### config.mk
export PLATFORM = sky130hd
export DESIGN_NAME = pgpio_top
export DESIGN_NICKNAME = d
export VERILOG_FILES = /design/src/design/pgpio_pkg.sv /design/src/design/pgpio_top.sv
export SDC_FILE = /design/constraint.sdc
export NUM_CORES = 1
export LEC_CHECK = 0
export BUFFER_PORTS_ARGS = -buffer_cell sky130_fd_sc_hd__buf_2
export CORE_MARGIN = 4
export CORE_UTILIZATION = 50
export DETAILED_ROUTE_END_ITERATION = 7
export PLACE_DENSITY = 0.78
export SYNTH_ARGS = -nofsm -noshare
export SYNTH_HDL_FRONTEND = slang
export SYNTH_SLANG_ARGS = --single-unit
### constraint.sdc
create_clock -name clk_sys_i -period 1.6 [get_ports clk_sys_i]
set_input_delay 0.08 -clock clk_sys_i [delete_from_list [all_inputs] [get_ports clk_sys_i]]
set_output_delay 0.08 -clock clk_sys_i [all_outputs]
set_load 0.02 [all_outputs]
### src/design/pgpio_pkg.sv
// Purpose: Constants for the two-port general I/O block
// Assumes: Byte-wide register port, one register per index
// Notes: Register offsets are local choices

package pgpio_pkg;

  // ==========================================================
  // Register map
  localparam logic [3:0] ADDR_P1_DIR = 4'h0;
  localparam logic [3:0] ADDR_P1_DATA = 4'h1;
  localparam logic [3:0] ADDR_P1_PULLUP = 4'h2;
  localparam logic [3:0] ADDR_P2_DIR = 4'h3;
  localparam logic [3:0] ADDR_P2_DATA = 4'h4;
  localparam logic [3:0] ADDR_FUNC_SEL = 4'h5;

  // ==========================================================
  // Implemented bits and read-as-one masks
  localparam logic [7:0] P1_IMPL_MASK = 8'hF7;
  localparam logic [7:0] P1_RSVD_ONES = 8'h08;
  localparam logic [2:0] P2_IMPL_MASK = 3'h7;
  localparam logic [7:0] P2_RSVD_ONES = 8'hF8;
  localparam logic [7:0] FSEL_IMPL_MASK = 8'hF3;
  localparam logic [7:0] FSEL_RSVD_ONES = 8'h0C;
  localparam logic [7:0] DIR_READ_VALUE = 8'hFF;
  localparam logic [7:0] UNMAPPED_READ = 8'h00;

  // ==========================================================
  // Function select bit positions
  localparam int FSEL_TIMER_OUT = 0;
  localparam int FSEL_SERIAL_TX = 1;
  localparam int FSEL_IRQ_LO = 4;

  // ==========================================================
  // Reset values
  localparam logic [7:0] RST_P1_DIR = 8'h00;
  localparam logic [7:0] RST_P1_DATA = 8'h00;
  localparam logic [7:0] RST_P1_PULLUP = 8'h00;
  localparam logic [2:0] RST_P2_DIR = 3'h0;
  localparam logic [2:0] RST_P2_DATA = 3'h0;
  localparam logic [7:0] RST_FUNC_SEL = 8'h00;

endpackage

### src/design/pgpio_top.sv
// Purpose: Port 1 / port 2 pin control with alternate functions
// Assumes: Pin inputs synchronous to clk_sys_i, clk_en_i gates all state
// Notes: Pad pull-up is a plain output per port 1 pin
//
// Local design decisions: strobed register access and the address map.

`timescale 1ns/1ps

// How it works
// - Data latch bit drives its pin while pin is general output.
// - Reading data register of an output pin returns the latch.
// - Reading data register of an input pin returns the pin level.
// - Port 1 data and pull-up bit 3 ignore writes, read as one.
// - Port 2 data bits 7..3 ignore writes and read as one.
// - Every usable port 1 pin has its own pull-up enable bit.
// - Pull-up acts only while the pin's direction bit is zero.
// - On an input pin, pull-up bit one means on, zero off.
// - Direction one makes a general pin an output, zero an input.
// - Port 2 direction holds only bits 2..0.
// - Port 2 has only direction and data registers.
// - Selected alternate function owns the pin; direction is ignored for output enable.
// - Serial settings win on port 2; receive enable takes pin one.
// - Port 1 pins 2 and 1 follow only their direction bits.
// - Port 2 pins are general I/O; pins 2 and 1 also routed to the serial unit.
// - Select bits 7..4 make pins 7..4 interrupt inputs; pin 7 trigger.
// - Select bit 1 makes port 2 pin 2 the serial transmit output.
// - Select bit 0 makes port 1 pin 0 timer out; bits 3,2 read one.
module pgpio_top (
  input wire logic clk_sys_i,
  input wire logic reset_n_i,
  input wire logic clk_en_i,
  input wire logic [3:0] addr_i,
  input wire logic [7:0] wdata_i,
  input wire logic wr_i,
  input wire logic rd_i,
  output logic [7:0] rdata_o,
  input wire logic [7:0] p1_pin_i,
  output logic [7:0] p1_pin_o,
  output logic [7:0] p1_pin_oe_o,
  output logic [7:0] p1_pullup_o,
  input wire logic [2:0] p2_pin_i,
  output logic [2:0] p2_pin_o,
  output logic [2:0] p2_pin_oe_o,
  input wire logic serial_receive_enable_i,
  input wire logic serial_tx_data_i,
  output logic serial_rx_data_o,
  input wire logic timer_wave_out_i,
  output logic [3:0] ext_interrupt_in_o,
  output logic timer_trigger_in_o
);

  // ==========================================================
  // State
  typedef struct packed {
    logic [7:0] p1_dir;
    logic [7:0] p1_data;
    logic [7:0] p1_pullup;
    logic [2:0] p2_dir;
    logic [2:0] p2_data;
    logic [7:0] fsel;
    logic [7:0] rdata;
  } pgpio_state_t;

  pgpio_state_t state_r;
  pgpio_state_t state_nxt;
  logic [7:0] p1_alt;
  logic [7:0] p1_gen_out;
  logic [2:0] p2_gen_out;
  logic [7:0] p1_read;
  logic [2:0] p2_read;

  // ==========================================================
  // Pin ownership
  always_comb begin
    p1_alt = 8'h00;
    p1_alt[7:4] = state_r.fsel[7:4];
    p1_alt[0] = state_r.fsel[pgpio_pkg::FSEL_TIMER_OUT];
    p1_gen_out = state_r.p1_dir & ~p1_alt & pgpio_pkg::P1_IMPL_MASK;
    p2_gen_out = state_r.p2_dir;
    p2_gen_out[2] = state_r.p2_dir[2] & ~state_r.fsel[pgpio_pkg::FSEL_SERIAL_TX];
    p2_gen_out[1] = state_r.p2_dir[1] & ~serial_receive_enable_i;
  end

  // ==========================================================
  // Pad drive
  always_comb begin
    p1_pin_o = state_r.p1_data & p1_gen_out;
    p1_pin_oe_o = p1_gen_out;
    if (state_r.fsel[pgpio_pkg::FSEL_TIMER_OUT]) begin
      p1_pin_o[0] = timer_wave_out_i;
      p1_pin_oe_o[0] = 1'b1;
    end
    // Pull-up only where the direction bit is zero, alternate inputs included
    p1_pullup_o = state_r.p1_pullup & ~state_r.p1_dir & pgpio_pkg::P1_IMPL_MASK;
    p1_pullup_o[0] = p1_pullup_o[0] & ~state_r.fsel[pgpio_pkg::FSEL_TIMER_OUT];
    p2_pin_o = state_r.p2_data & p2_gen_out;
    p2_pin_oe_o = p2_gen_out;
    if (state_r.fsel[pgpio_pkg::FSEL_SERIAL_TX]) begin
      p2_pin_o[2] = serial_tx_data_i;
      p2_pin_oe_o[2] = 1'b1;
    end
  end

  // Alternate inputs see the pin only when selected, idle high
  always_comb begin
    for (int i = 0; i < 4; i++) begin
      ext_interrupt_in_o[i] = state_r.fsel[pgpio_pkg::FSEL_IRQ_LO + i] ?
        p1_pin_i[pgpio_pkg::FSEL_IRQ_LO + i] : 1'b1;
    end
    timer_trigger_in_o = ext_interrupt_in_o[3];
    serial_rx_data_o = serial_receive_enable_i ? p2_pin_i[1] : 1'b1;
  end

  // ==========================================================
  // Read-back mux
  always_comb begin
    p1_read = (state_r.p1_data & state_r.p1_dir) | (p1_pin_i & ~state_r.p1_dir);
    p2_read = (state_r.p2_data & state_r.p2_dir) | (p2_pin_i & ~state_r.p2_dir);
  end

  // ==========================================================
  // Register update
  always_comb begin
    state_nxt = state_r;
    if (wr_i) begin
      case (addr_i)
        pgpio_pkg::ADDR_P1_DIR: state_nxt.p1_dir = wdata_i & pgpio_pkg::P1_IMPL_MASK;
        pgpio_pkg::ADDR_P1_DATA: state_nxt.p1_data = wdata_i & pgpio_pkg::P1_IMPL_MASK;
        pgpio_pkg::ADDR_P1_PULLUP: state_nxt.p1_pullup = wdata_i & pgpio_pkg::P1_IMPL_MASK;
        pgpio_pkg::ADDR_P2_DIR: state_nxt.p2_dir = wdata_i[2:0] & pgpio_pkg::P2_IMPL_MASK;
        pgpio_pkg::ADDR_P2_DATA: state_nxt.p2_data = wdata_i[2:0];
        pgpio_pkg::ADDR_FUNC_SEL: state_nxt.fsel = wdata_i & pgpio_pkg::FSEL_IMPL_MASK;
        default: state_nxt = state_r;
      endcase
    end
    state_nxt.rdata = pgpio_pkg::UNMAPPED_READ;
    if (rd_i) begin
      case (addr_i)
        pgpio_pkg::ADDR_P1_DIR: state_nxt.rdata = pgpio_pkg::DIR_READ_VALUE;
        pgpio_pkg::ADDR_P1_DATA: state_nxt.rdata = (p1_read & pgpio_pkg::P1_IMPL_MASK) |
          pgpio_pkg::P1_RSVD_ONES;
        pgpio_pkg::ADDR_P1_PULLUP: state_nxt.rdata = state_r.p1_pullup |
          pgpio_pkg::P1_RSVD_ONES;
        pgpio_pkg::ADDR_P2_DIR: state_nxt.rdata = pgpio_pkg::DIR_READ_VALUE;
        pgpio_pkg::ADDR_P2_DATA: state_nxt.rdata = {5'h00, p2_read} |
          pgpio_pkg::P2_RSVD_ONES;
        pgpio_pkg::ADDR_FUNC_SEL: state_nxt.rdata = state_r.fsel |
          pgpio_pkg::FSEL_RSVD_ONES;
        default: state_nxt.rdata = pgpio_pkg::UNMAPPED_READ;
      endcase
    end
  end

  always_ff @(posedge clk_sys_i or negedge reset_n_i) begin
    if (!reset_n_i) begin
      state_r.p1_dir <= pgpio_pkg::RST_P1_DIR;
      state_r.p1_data <= pgpio_pkg::RST_P1_DATA;
      state_r.p1_pullup <= pgpio_pkg::RST_P1_PULLUP;
      state_r.p2_dir <= pgpio_pkg::RST_P2_DIR;
      state_r.p2_data <= pgpio_pkg::RST_P2_DATA;
      state_r.fsel <= pgpio_pkg::RST_FUNC_SEL;
      state_r.rdata <= pgpio_pkg::UNMAPPED_READ;
    end else if (clk_en_i) begin
      state_r <= state_nxt;
    end
  end

  assign rdata_o = state_r.rdata;
endmodule

Yosys cells after proc, flatten, opt, wreduce, memory -nomap -nowiden
Index checks and enable logic that the tools add are counted.
{"block": "totals", "regBits": 41, "inputBits": 31, "output_inout_bits": 44, "wordCells": 50}
{"block": "op_classes", "eq_ne": 5, "muxes": 11, "bitwise": 19, "n_reduce_logical": 8}
{"op": "$and 8x8->8", "n": 5}
{"op": "$pmux 8 s5", "n": 1}
{"op": "$reduce_and 3->1", "n": 6}
{"op": "$not 8->8", "n": 2}
{"op": "$and 3x3->3", "n": 3}
{"op": "$mux 1", "n": 9}
{"op": "$eq 4x2->1 const B", "n": 2}
{"op": "$eq 4x3->1 const B", "n": 2}
{"op": "$mux 8", "n": 1}
{"op": "$or 8x8->8", "n": 1}
{"op": "$eq 4x1->1 const B", "n": 1}
{"op": "$logic_not 4->1", "n": 1}
{"op": "$and 1x1->1", "n": 3}
{"op": "$not 1->1", "n": 3}
{"op": "$not 3->3", "n": 1}
{"op": "$or 3x3->3", "n": 1}
{"op": "$reduce_or 2->1", "n": 1}

Depth between registers and ports, before layout
{"block": "depth", "ltp_word": 5, "depth_mapped": 6, "ltp_nobuf": 4}

Worst setup path before layout
Ideal clock, no wire load.
{"block": "synth_timing", "path_kind": "in2reg", "start": "in addr_i[1]", "end": "reg state_r[16] (netlist bit)", "setup_time_ns": 0.125, "arrival_ns": 1.152, "required_time_ns": 1.475, "path_slack_ns": 0.323, "path_stages": 4, "path_buffers": 1, "cell_sequence": "buf_2 > or3b_1 > nor3_2 > mux2_2"}
{"block": "synth_via", "elab_chain_cells": 2}
{"item": "start: declaration", "line": "pgpio_top.sv:32", "source": "input wire logic [3:0] addr_i,"}
{"item": "$eq 4x3->1", "line": "pgpio_top.sv:126", "source": "case (addr_i)"}
{"item": "$reduce_and 3->1 (no line)"}
{"item": "end signal: assignment", "line": "pgpio_top.sv:164", "source": "state_r <= state_nxt;"}
{"item": "end: declaration", "line": "pgpio_top.sv:64", "source": "pgpio_state_t state_r;"}
No other way between the ends.
A chain may end at the register's enable or synchronous reset.

Final worst setup path
{"block": "layout_timing", "start": "reg state_r[39] (netlist bit)", "end": "reg state_r (netlist bit rdata_o[1])"}
{"block": "layout_via", "elab_chain_cells": 5, "word_cells_on_any_way": 6, "classes_between": "mux: 2; bitwise: 4"}
{"item": "$not 8->8", "line": "pgpio_top.sv:117", "source": "p1_read = (state_r.p1_data & state_r.p1_dir) | (p1_pin_i & ~state_r.p1_dir);"}
{"item": "$and 8x8->8", "line": "pgpio_top.sv:117"}
{"item": "$or 8x8->8 (*)", "line": "pgpio_top.sv:117"}
{"item": "$pmux 8 s5 (*)", "line": "pgpio_top.sv:138", "source": "case (addr_i)"}
{"item": "$mux 8 (*)", "line": "pgpio_top.sv:137", "source": "if (rd_i) begin"}
Mark *: on every way between the ends. The rest lies on a longest branch, timed or not.

==> results.toml <==
[floorplanning]
row_count = 24
initial_core_util = 0.519
die_area_um2 = 5660
core_area_um2 = 4350
top_level_ports = 75
die_x_um = 75.2
dieHeight_um = 75.2

[setup_path]
worstPathRequired_ns = 1.77
cp-start-kind = "register"
crit_arrival_ns = 1.54
critPathBufInv = 1
critPathTopFamily = "flip-flops"
crit_path_end_kind = "register"
cpPeakStageDelay_ns = 0.41
critPathMaxFanout = 5
path_cells = "mux2i_1 -> nor3_1 -> a2111oi_2 -> buf_4 -> o2bb2ai_1"
crit_slowest_cell = "dfrtp_1"
worstSetupPathType = "reg -> reg"

[pwr]
power_switching_mw = 0.956
internal-power_mw = 2.09
clock_power_share = 0.285
finalPower_mw = 3.04
p_comb_frac = 0.269
switching_share = 0.314
ir_drop_uv = 732
sequentialPowerShare = 0.446
leakage_nw = 1.37
p_per_area_nw_per_um2 = 1110

[grt]
globalRouteOverflowTotal = 0
grt_start_max_net_pins = 42
grt_pass1_wl_mm = 8.14
grt_antenna_before_repair = 0
grt_pass1_vias = 1684
grt_use_total = 0.192

[routing]
drc = 0
drtIter0Drc = 129
wire_per_inst_um = 15.7
vias = 1766
via_per_inst = 5.42
routed_wl_mm = 5.13
dr.pass1.iters = 4
postRouteAntennaNets = 0

[final_layout]
fin_cells = 326
area_growth_pct = 21.5
nFillCells = 372
antenna_cells = 0
final_nets = 304
drive_above_1_share = 0.478

[timing]
hold_viol = 0
clock_skew_ns = 0.00629
fmax_ghz = 0.730
setup_tns_ns = 0
finalCritPeriodShare = 0.856
slew_headroom = 0.653
finalMaxSlewViolations = 0
setup_violations = 0
fin_hold_ws_ns = 0.0153
fin_crit_ns = 1.37
rsz0062_at_grt = "no"
worst_slew_pin_slew_ns = 0.520

[clock_network]
clock_latency_ns = 0.30
tritoncts = "built"
clk_pin_slew_ns = 0.08
h-tree-depth = 2
post_cts_buffers = 0
cts_made_buffers = 5
ctsRootBufferMaster = "clkbuf_8"
clk_path_buf_depth = 2
cts_sinks = 41

[placement]
hpwl_mm = 3.91
dp.cells = 317
place_congestion = 0.776
io_buffers = 69

[logic_synthesis]
yosysUniqueCellTypes = 39
ys.flop_type = "dfrtp_1"
synth.top_cell.area_share = 0.454
synth_most_common_cell = "dfrtp_1"
yosys_warnings = 0
synth-seq-cells = 41
yosys.area.top_type = "dfrtp_1"
synth-edff-count = 0
synth_area_um2 = 2260
synth_common_cells = "41 x dfrtp_1, 34 x mux2_2, 15 x buf_4, 12 x nor2b_1"
yosysSeqAreaShare = 0.454
syn_avg_cell_area_um2 = 11.0
async_flop_share = 1.00
synth.area.top_cells = "dfrtp_1 45%, mux2_2 17%, buf_4 5.0%"
netlist_instances = 205

[status]
status = "finished, final reports clean"

[hold_path]
hold_class = "in -> reg"

[flow_run]
cap_violations = 0
[worst reg2reg max path, stage by stage, from the launching register on]
cell and delay, ns:
dfrtp_1 0.41, mux2i_1 0.25, nor3_1 0.08, a2111oi_2 0.29, buf_4 0.17, o2bb2ai_1 0.06
[sequential cells by signal, summed over array words and instances (netlist names)]
name and flops:
p1_alt 5, p2_pin_oe_o 1, rdata_o 8, state_r 27
[logic make-up (layout without fill, tap and decap cells)]
group	count (synthesis)	after routing	synth area share
and+or+nand+nor	68	68	0.187
other	1	3	0.00166
buffers and inverters	26	93	0.0714
AOI/OAI and AO/OA	29	29	0.0908
DFF	41	41	0.454
muxes	40	40	0.196
[cells in the final DEF (no fill, tap or decap), types with 8 or more instances in the layout]
cell type,instances
mux2_2,34
buf_4,10
nand2b_1,9
o21ai_0,8
and2_1,8
buf_2,69
dfrtp_1,41
nor2_1,10
nand2_1,10
nor2b_1,12
[area by class of cell]
type	count	area (µm²)	area share
inverter	5	18.8	0.00683
clock buffer	6	82.6	0.0301
multi-input combinational	140	1090	0.396
timing repair buffer	80	430	0.157
sequential	41	1030	0.373
clock inverter	2	37.5	0.0137
tap	52	65.1	0.0237
[power by group through the flow]
stage | sequential [mW] | clock, mW | combinational, mW
after global placement | 1.37 | 0 | 0.801
after global routing | 1.39 | 0.912 | 0.903
after floorplan | 1.33 | 0 | 0.598
final | 1.36 | 0.867 | 0.819
after CTS | 1.36 | 0.880 | 0.827
after detailed placement | 1.38 | 0 | 0.818
[per-stage QoR]
stage | util | setup slack, ns | instance area [µm²]
global placement | 0.600 | 0.109 | 2610
floorplan | - | 0.323 | 2270
finish | 0.631 | 0.231 | 2750
CTS | 0.630 | 0.0815 | 2740
global route | 0.631 | 0.0331 | 2750
detailed placement | 0.600 | 0.106 | 2610
[path summary, 6_finish.rpt]
path | cells past startpoint | startpoint | slack (ns) | endpoint
min | 2 | clk_en_i | 0.02 | rdata_o[3]
min reg2reg | 1 | rdata_o[6] | 0.50 | rdata_o[6]
max in group asynchronous | 3 | reset_n_i | 0.86 | state_r[44]
min in group asynchronous | 3 | reset_n_i | 0.37 | state_r[45]
max | 5 | state_r[39] | 0.23 | rdata_o[1]
max reg2reg | 5 | state_r[39] | 0.23 | rdata_o[1]
[metal layers]
metal	wire [µm]	global-route usage
met5	0	0
met4	68	0.0524
met3	371	0.0454
met2	2580	0.322
met1	2110	0.249
[timing repair]
item / in CTS / in global routing
resized for setup: 0 / 2
hold buffers: 1 / 0
endpoints found under the setup margin: 0 / 1
hold endpoints to repair: 41 / 0
Note: power is estimated with default switching activity, not from simulation.
